==> src/pkg/piu_defs.svh <==
// Constants of the process image update scheduler.
`ifndef PIU_DEFS_SVH
`define PIU_DEFS_SVH

// ==========================================================================
// User parameter byte 9 fields
// ==========================================================================
`define PIU_PRM_BYTE_IDX   9
`define PIU_SYNC_BIT       6
`define PIU_FAST_BIT       4

// ==========================================================================
// Clock
// ==========================================================================
`define PIU_CLK_NS         20

// ==========================================================================
// Fieldbus reaction budget at 12 MBaud, in ns
// ==========================================================================
`define PIU_DP_A_NS        32'd191000
`define PIU_DP_B_NS        32'd24000
`define PIU_DP_PER_BYTE_TRANSFER_TIME_NS    32'd920
`define PIU_BUDGET_W       32

// ==========================================================================
// Terminal bus cycle estimate, in ns and channels
// ==========================================================================
`define PIU_TB_BASE_NS     32'd150000
`define PIU_TB_BASE_CH     9'd4
`define PIU_TB_TOP_NS      32'd350000
`define PIU_TB_TOP_CH      9'd64

// ==========================================================================
// Scheduling gaps between free-run cycles, in ns
// ==========================================================================
`define PIU_SVC_GAP_NS     100000
`define PIU_FAST_GAP_NS    10000
`define PIU_CNT_W          32

`endif

==> src/pkg/piu_pkg.sv <==
// Types of the process image update scheduler.
`include "piu_defs.svh"

package piu_pkg;

    // ======================================================================
    // Scheduler states
    // ======================================================================
    typedef enum logic [3:0] {
        PIU_ST_IDLE  = 4'h1,
        PIU_ST_GAP   = 4'h2,
        PIU_ST_START = 4'h4,
        PIU_ST_RUN   = 4'h8
    } piu_state_t;

    // ======================================================================
    // Carriers
    // ======================================================================
    typedef struct packed {
        logic       valid;
        logic [7:0] byte9;
    } piu_prm_t;

    typedef struct packed {
        logic       clear;
        logic       add;
        logic [7:0] io_bytes;
    } piu_slave_t;

    typedef struct packed {
        logic [7:0] dig_out;
        logic [7:0] dig_in;
    } piu_chan_t;

    typedef struct packed {
        logic [`PIU_BUDGET_W-1:0] sum;
    } piu_bud_t;

    typedef struct packed {
        piu_state_t            st;
        logic                  prm_ok;
        logic                  sync_mode;
        logic                  fast_mode;
        logic                  pend;
        logic [`PIU_CNT_W-1:0] gap_cnt;
        logic [`PIU_CNT_W-1:0] run_cnt;
        logic [`PIU_CNT_W-1:0] last_run;
        logic [31:0]           est_ns;
    } piu_reg_t;

endpackage
==> src/hw/piu_budget.sv <==
// Accumulator of the fieldbus reaction-time budget over all slaves.
`include "piu_defs.svh"

module piu_budget (
    // Clock and reset
    input  wire logic                     clock_i,
    input  wire logic                     reset_i,
    // Slave entries
    input  wire piu_pkg::piu_slave_t      slave_i,
    // Result
    output logic [`PIU_BUDGET_W-1:0]      budget_ns_o
);
    import piu_pkg::*;

    piu_bud_t                  q;
    piu_bud_t                  d;
    logic [`PIU_BUDGET_W-1:0]  slave_ns;

    // Each slave costs B plus its byte count times the per-byte time.
    always_comb begin
        slave_ns = `PIU_DP_B_NS + ({24'h0, slave_i.io_bytes} * `PIU_DP_PER_BYTE_TRANSFER_TIME_NS);
        d = q;
        if (slave_i.clear) begin
            d.sum = `PIU_DP_A_NS;
        end else if (slave_i.add) begin
            d.sum = q.sum + slave_ns;
        end
    end

    always_ff @(posedge clock_i) begin
        if (reset_i) begin
            q.sum <= `PIU_DP_A_NS;
        end else begin
            q <= d;
        end
    end

    assign budget_ns_o = q.sum;

endmodule

==> src/hw/piu_scheduler.sv <==
// Scheduler that decides when the internal terminal bus cycle runs.
//
// Summary of operation
// - Synchronous mode starts one terminal bus cycle per completed Data_Exchange.
// - Free-run mode starts terminal bus cycles on its own, ignoring Data_Exchange.
// - Bit 6 of user parameter byte 9 selects free-run or synchronous.
// - Bit 4 of byte 9 enables fast-free-run: bus cycles first, services later.
// - Fast-free-run is only honoured in free-run mode, never in synchronous mode.
// - Fieldbus budget is A plus, per slave, B plus bytes times per-byte time.
// - Terminal bus cycle time grows with channel count from 150 us, reaching 349.98 us at 64 channels, with no upper limit.
`include "piu_defs.svh"

module piu_scheduler #(
    parameter int SVC_GAP_NS  = `PIU_SVC_GAP_NS,
    parameter int FAST_GAP_NS = `PIU_FAST_GAP_NS
) (
    // Clock and reset
    input  wire logic                     clock_i,
    input  wire logic                     reset_i,
    // Fieldbus protocol side
    input  wire piu_pkg::piu_prm_t        prm_i,
    input  wire logic                     dx_done_i,
    input  wire piu_pkg::piu_slave_t      slave_i,
    // Terminal bus engine side
    input  wire logic                     cycle_done_i,
    input  wire piu_pkg::piu_chan_t       chan_i,
    output logic                          cycle_start_o,
    output logic                          cycle_busy_o,
    // Acyclic and configuration service side
    output logic                          service_en_o,
    // Status
    output logic                          sync_mode_o,
    output logic                          fast_mode_o,
    output logic                          prm_ok_o,
    output logic [`PIU_CNT_W-1:0]         last_cycle_clk_o,
    output logic [31:0]                   est_cycle_ns_o,
    output logic [`PIU_BUDGET_W-1:0]      dp_budget_ns_o
);
    import piu_pkg::*;

    // ======================================================================
    // Derived counts
    // ======================================================================
    localparam int SVC_GAP_CLK  = SVC_GAP_NS / `PIU_CLK_NS;
    localparam int FAST_GAP_CLK = FAST_GAP_NS / `PIU_CLK_NS;
    localparam logic [31:0] TB_SLOPE_NS =
        (`PIU_TB_TOP_NS - `PIU_TB_BASE_NS) / 32'(`PIU_TB_TOP_CH - `PIU_TB_BASE_CH);

    // A fast gap longer than the normal one would make fast mode slower.
    if (FAST_GAP_CLK < 1 || SVC_GAP_CLK < FAST_GAP_CLK) begin : g_bad_gap
        $error("piu_scheduler: gap parameters out of range");
    end

    piu_reg_t              q;
    piu_reg_t              d;
    logic [`PIU_CNT_W-1:0] gap_lim;
    logic [8:0]            chans;
    logic                  sync_sel;

    // ======================================================================
    // Fieldbus reaction budget
    // ======================================================================
    piu_budget u_budget (
        .clock_i     (clock_i),
        .reset_i     (reset_i),
        .slave_i     (slave_i),
        .budget_ns_o (dp_budget_ns_o)
    );

    // ======================================================================
    // Next state
    // ======================================================================
    always_comb begin
        d        = q;
        sync_sel = prm_i.byte9[`PIU_SYNC_BIT];
        chans    = {1'b0, chan_i.dig_out} + {1'b0, chan_i.dig_in};

        // The parameter block is expected once at connection set-up; a
        // repeated one simply reloads the mode for the following cycles.
        if (prm_i.valid) begin
            d.prm_ok    = 1'b1;
            d.sync_mode = sync_sel;
            d.fast_mode = prm_i.byte9[`PIU_FAST_BIT] & ~sync_sel;
        end

        // Small configurations still cost the fixed base time.
        if (chans <= `PIU_TB_BASE_CH) begin
            d.est_ns = `PIU_TB_BASE_NS;
        end else begin
            d.est_ns = `PIU_TB_BASE_NS
                     + (32'(chans - `PIU_TB_BASE_CH) * TB_SLOPE_NS);
        end

        gap_lim = q.fast_mode ? `PIU_CNT_W'(FAST_GAP_CLK)
                              : `PIU_CNT_W'(SVC_GAP_CLK);

        unique case (q.st)
            PIU_ST_IDLE: begin
                // No cycles until the mode is known.
                if (q.prm_ok) begin
                    d.st      = PIU_ST_GAP;
                    d.gap_cnt = '0;
                end
            end
            PIU_ST_GAP: begin
                d.gap_cnt = q.gap_cnt + `PIU_CNT_W'(1);
                if (q.sync_mode) begin
                    if (dx_done_i || q.pend) begin
                        d.st   = PIU_ST_START;
                        d.pend = 1'b0;
                    end
                end else if (q.gap_cnt >= gap_lim - `PIU_CNT_W'(1)) begin
                    d.st = PIU_ST_START;
                end
            end
            PIU_ST_START: begin
                d.st      = PIU_ST_RUN;
                d.run_cnt = '0;
                if (q.sync_mode && dx_done_i) begin
                    d.pend = 1'b1;
                end
            end
            PIU_ST_RUN: begin
                d.run_cnt = q.run_cnt + `PIU_CNT_W'(1);
                if (q.sync_mode && dx_done_i) begin
                    d.pend = 1'b1;
                end
                if (cycle_done_i) begin
                    d.last_run = q.run_cnt + `PIU_CNT_W'(1);
                    d.st       = PIU_ST_GAP;
                    d.gap_cnt  = '0;
                end
            end
        endcase

        // Free-run never keeps a stale synchronous trigger.
        if (!d.sync_mode) begin
            d.pend = 1'b0;
        end
    end

    // ======================================================================
    // State register
    // ======================================================================
    always_ff @(posedge clock_i) begin
        if (reset_i) begin
            q.st        <= PIU_ST_IDLE;
            q.prm_ok    <= 1'b0;
            q.sync_mode <= 1'b0;
            q.fast_mode <= 1'b0;
            q.pend      <= 1'b0;
            q.gap_cnt   <= '0;
            q.run_cnt   <= '0;
            q.last_run  <= '0;
            q.est_ns    <= `PIU_TB_BASE_NS;
        end else begin
            q <= d;
        end
    end

    // ======================================================================
    // Outputs
    // ======================================================================
    // Services get the bus only while no cycle runs (idle and gap), so fast mode shortens them.
    assign cycle_start_o    = (q.st == PIU_ST_START);
    assign cycle_busy_o     = (q.st == PIU_ST_START) || (q.st == PIU_ST_RUN);
    assign service_en_o     = (q.st == PIU_ST_GAP) || (q.st == PIU_ST_IDLE);
    assign sync_mode_o      = q.sync_mode;
    assign fast_mode_o      = q.fast_mode;
    assign prm_ok_o         = q.prm_ok;
    assign last_cycle_clk_o = q.last_run;
    assign est_cycle_ns_o   = q.est_ns;

endmodule

==> config.mk <==
export PLATFORM = sky130hd
export DESIGN_NAME = piu_scheduler
export DESIGN_NICKNAME = d
export VERILOG_FILES = /design/src/pkg/piu_pkg.sv /design/src/hw/piu_budget.sv /design/src/hw/piu_scheduler.sv
export VERILOG_INCLUDE_DIRS = /design/src /design/src/pkg
export SDC_FILE = /design/constraint.sdc
export NUM_CORES = 1
export LEC_CHECK = 0
export ABC_CLOCK_PERIOD_IN_PS = 9400
export BUFFER_PORTS_ARGS = -buffer_cell sky130_fd_sc_hd__buf_2
export CAP_MARGIN = 15
export CORE_MARGIN = 10
export CORE_UTILIZATION = 45
export CTS_CLUSTER_DIAMETER = 150
export DETAILED_ROUTE_END_ITERATION = 10
export SLEW_MARGIN = 5
export SYNTH_ARGS = -nofsm -noshare
export SYNTH_HDL_FRONTEND = slang
export SYNTH_SLANG_ARGS = --single-unit
export TNS_END_PERCENT = 1
==> constraint.sdc <==
create_clock -name clock_i -period 9.4 [get_ports clock_i]
set_clock_uncertainty 0.15 [all_clocks]
set_input_delay 0 -clock clock_i [delete_from_list [all_inputs] [get_ports clock_i]]
set_output_delay 0 -clock clock_i [all_outputs]
set_load 0.005 [all_outputs]
==> run summary <==
## Yosys
- most frequent cell after synthesis: sky130_fd_sc_hd__nor2_1
- Mapped Avg Cell Area: 8.57 um^2
- multiplexer area fraction after synthesis: 1.24%
- proportion of register bits with asynchronous set or reset after synthesis: 0%
- ranking of synthesized cells by area: sky130_fd_sc_hd__dfxtp_1, sky130_fd_sc_hd__ha_1, sky130_fd_sc_hd__fa_1
- Commonest cells post-synth: sky130_fd_sc_hd__nor2_1, sky130_fd_sc_hd__dfxtp_1, sky130_fd_sc_hd__ha_1, sky130_fd_sc_hd__inv_1, sky130_fd_sc_hd__a21oi_1
- post-synthesis share of cell area spent on xor and xnor gates: 8.28%
- post-synthesis adder-cell area fraction: 20.9%
- gate count after technology mapping: 1407
- number of flops mapped to enable cells by yosys: 0
- number of synthesized register bits: 157
- simple-gate share of the synthesized area: 18.0%
- fraction of the yosys area taken by sequential cells: 26.1%
- main combinational cell family by area after synthesis: adder cells
- distinct cell type count after synthesis: 77
- Yosys top cell area share: 26.1%
- Compound-Gate Fraction of Synth Area: 16.5%
- count of warnings emitted by yosys: 0
- cell taking the most area after synthesis: sky130_fd_sc_hd__dfxtp_1
- netlist area before placement: 12100 um^2
- commonest register cell after synthesis: sky130_fd_sc_hd__dfxtp_1

## CTS
- Root Buffer: sky130_fd_sc_hd__clkbuf_16
- clock tree from TritonCTS: built
- post-CTS setup buffers: 0
- # resized after CTS: 0
- clock latency on the worst-skew pair: 0.43 ns
- deepest clock path buffer count: 2
- H-Tree Level Count: 4
- CTS buffer count: 17
- Worst-path clk slew: 0.07 ns
- Sink Count: 157

## Hold path
- startpoint of the most critical hold path: chan_i[9]
- instance count along the most critical hold path: 4
- worst-case hold path end point: est_cycle_ns_o[1]
- class of the worst hold path: input pin to register

## Die
- number of rows created at floorplan: 59
- die outline width: 184 um
- die outline area: 33800 um^2
- effective utilization at floorplan: 46.0%
- area inside the core boundary: 26200 um^2
- overall die height: 184 um
- io pins: 141

## Route
- overall routed net length: 26.0 mm
- met1 layer wirelength in the final routing: 12.7 mm
- mean routed wirelength per cell: 14.4 um
- number of search-and-repair iterations in the first detailed-routing pass: 4
- routed wire length on met3: 960 um
- highest metal used: met4
- count of nets left with antenna violations after detail routing: 0
- total vias in the final route: 9578
- drc violations: 0
- number of DRC violations after detailed-routing iteration 0: 535
- detailed route wirelength on metal2: 12.0 mm
- vias per cell: 5.30

## Power and ir drop
- reported leakage power: 0.00592 uW
- Peak VDD IR: 0.227 mV
- pwr dens: 338 nW/um^2

## Worst setup path
- Data arrival, critical path: 6.64 ns
- crit path max fanout: 6
- crit path capture type: register
- endpoint of the lowest-slack register-to-register path: q[78]
- kind of launch point of the worst setup path: input pin
- Crit Reg-Reg Startpoint: q[134]
- critical path class: input pin to register
- cell count of the worst reg-to-reg path: 7
- data required time at the worst endpoint: 9.56 ns
- worst reg-to-reg setup slack: 6.38 ns

## Global route
- residual overflow from global routing: 0
- first-pass GRT wire length: 44.8 mm
- number of antenna violations at the first check in global routing: 0
- number of global-route vias before repair: 9317
- combined global-route utilization of all metal layers: 15.6%
- largest net degree at the start of global routing: 79

## Timing
- highest clock rate: 0.154 GHz
- transition time at the pin with the least slew margin: 1.08 ns
- Final Max Tran Viols: 0
- TNS Setup: 0 ns
- number of hold-slack violations in the final timing report: 0
- max-slew headroom at the worst pin: 27.4%
- final critical-path required period: 6.48 ns
- hold slack final: 0.0493 ns
- unrepaired setup endpoints after global routing: no
- final worst path period share: 69.0%
- Finish-stage setup viols: 0

## Outcome
- outcome: finished, final reports clean

## Placement
- count of port buffers added during placement: 131
- Placed Instance Area: 12500 um^2
- gp weighted congestion: 0.809
- DPL Wire Length: 19.7 mm

## Cells and area
- count of antenna diodes in the layout: 0
- share of post-route cells with drive strength above 1: 13.7%
- Final Util: 50.5%
- number of nets in the finished design: 1676
- layout-stage area growth over the synthesis result: 9.65%
- Non-Filler Cell Area, Final: 13200 um^2

## Run
- count of maximum capacitance violations: 0

worst max path at each step:
stage | start | to | slack (ns)
after floorplan | chan_i[0] | est_cycle_ns_o[30] | 3.71
after global placement | chan_i[0] | est_cycle_ns_o[21] | 3.02
after detailed placement | chan_i[0] | est_cycle_ns_o[21] | 2.99
after CTS | chan_i[8] | est_cycle_ns_o[21] | 2.87
after global routing | chan_i[8] | est_cycle_ns_o[21] | 2.49
final | chan_i[8] | est_cycle_ns_o[21] | 2.92
layout make-up:
type | count | area (um^2)
tap | 335 | 419
fill | 2534 | 13000
clock buffer | 17 | 425
timing repair buffer | 149 | 821
inverter | 100 | 375
clock inverter | 15 | 193
multi-input combinational | 1033 | 7850
sequential | 157 | 3140
kinds of logic after synthesis:
group           Yosys count
flops                   157
other cells               1
simple gates            425
mux                      15
fa+ha+maj               179
xor+xnor                114
buf+inv                 219
compound gates          297
placed cells by master (no fill, tap or decap), types with 5 or more instances in the layout:
cell and n:
sky130_fd_sc_hd__nor2_1 160, sky130_fd_sc_hd__dfxtp_1 157, sky130_fd_sc_hd__ha_1 142, sky130_fd_sc_hd__buf_2 131
sky130_fd_sc_hd__inv_1 100, sky130_fd_sc_hd__a21oi_1 70, sky130_fd_sc_hd__xnor2_1 65, sky130_fd_sc_hd__nand2_1 60
sky130_fd_sc_hd__o21ai_0 54, sky130_fd_sc_hd__xor2_1 49, sky130_fd_sc_hd__a211oi_1 39, sky130_fd_sc_hd__fa_1 37
sky130_fd_sc_hd__nand3_1 29, sky130_fd_sc_hd__nor3_1 28, sky130_fd_sc_hd__a21o_1 25, sky130_fd_sc_hd__and3_1 20
sky130_fd_sc_hd__nand4_1 20, sky130_fd_sc_hd__or3_1 20, sky130_fd_sc_hd__and2_1 19, sky130_fd_sc_hd__clkbuf_16 17
sky130_fd_sc_hd__mux2i_1 15, sky130_fd_sc_hd__a22oi_1 13, sky130_fd_sc_hd__and4_1 13, sky130_fd_sc_hd__nand2b_1 12
sky130_fd_sc_hd__dlygate4sd3_1 12, sky130_fd_sc_hd__o21ai_1 11, sky130_fd_sc_hd__o31ai_1 8, sky130_fd_sc_hd__clkinv_8 7
sky130_fd_sc_hd__nand3b_1 6, sky130_fd_sc_hd__o21bai_1 6, sky130_fd_sc_hd__o211ai_1 6, sky130_fd_sc_hd__or2_2 6
sky130_fd_sc_hd__o21a_1 6, sky130_fd_sc_hd__buf_4 6, sky130_fd_sc_hd__a31oi_1 5, sky130_fd_sc_hd__nor4_1 5
sky130_fd_sc_hd__o211a_1 5
power breakdown:
part / switching [uW] / leakage (uW) / internal, uW
Clock: 344 / 0.000295 / 362
Sequential: 31.2 / 0.00127 / 732
Combinational: 1680 / 0.00435 / 1320
critical path, cell delays in order:
cell and delay, ns:
sky130_fd_sc_hd__dlygate4sd3_1 0.53, sky130_fd_sc_hd__buf_2 0.12, sky130_fd_sc_hd__ha_1 0.20, sky130_fd_sc_hd__fa_1 0.42
sky130_fd_sc_hd__a21oi_2 0.19, sky130_fd_sc_hd__o21ai_1 0.09, sky130_fd_sc_hd__a21oi_2 0.22, sky130_fd_sc_hd__xor2_1 0.27
sky130_fd_sc_hd__nand3_1 0.20, sky130_fd_sc_hd__or2_1 0.40, sky130_fd_sc_hd__inv_1 0.24, sky130_fd_sc_hd__ha_1 0.24
sky130_fd_sc_hd__inv_1 0.08, sky130_fd_sc_hd__fa_1 0.53, sky130_fd_sc_hd__inv_1 0.05, sky130_fd_sc_hd__fa_1 0.47
sky130_fd_sc_hd__ha_1 0.31, sky130_fd_sc_hd__ha_1 0.30, sky130_fd_sc_hd__ha_1 0.38, sky130_fd_sc_hd__a21oi_1 0.23
sky130_fd_sc_hd__nor2b_1 0.07, sky130_fd_sc_hd__nor3_1 0.17, sky130_fd_sc_hd__or3b_1 0.40, sky130_fd_sc_hd__a31oi_1 0.27
sky130_fd_sc_hd__o21ai_0 0.13, sky130_fd_sc_hd__nor3b_1 0.15
routing by layer:
| metal | up-vias | global-route usage, % |
|---|---|---|
| met3 | 29 | 2.94 |
| met5 | - | 0 |
| met1 | 4430 | 20.2 |
| met2 | 142 | 26.1 |
| li1 | 4977 | - |
| met4 | 0 | 4.26 |
registers in the layout, indices dropped and copies added, names as in the netlist:
name and count:
sync_mode_o 1, u_budget.budget_ns_o 29, fast_mode_o 1, last_cycle_clk_o 32, prm_ok_o 1, q 69
est_cycle_ns_o 24
per-stage QoR:
stage | power (uW) | setup slack (ns) | cells
after CTS | 4520 | 2.87 | 1805
after global placement | 3740 | 3.02 | 1761
final | 4470 | 2.92 | 1806
after global routing | 4970 | 2.49 | 1806
after detailed placement | 3770 | 2.99 | 1761
after floorplan | 3220 | 3.71 | 1409
timing repair:
item,4_1_cts,5_1_grt
hold buffers,12,0
endpoints found under the hold margin,26,0
setup endpoints to repair,0,0
No activity file was read; power rests on OpenSTA's default activity.
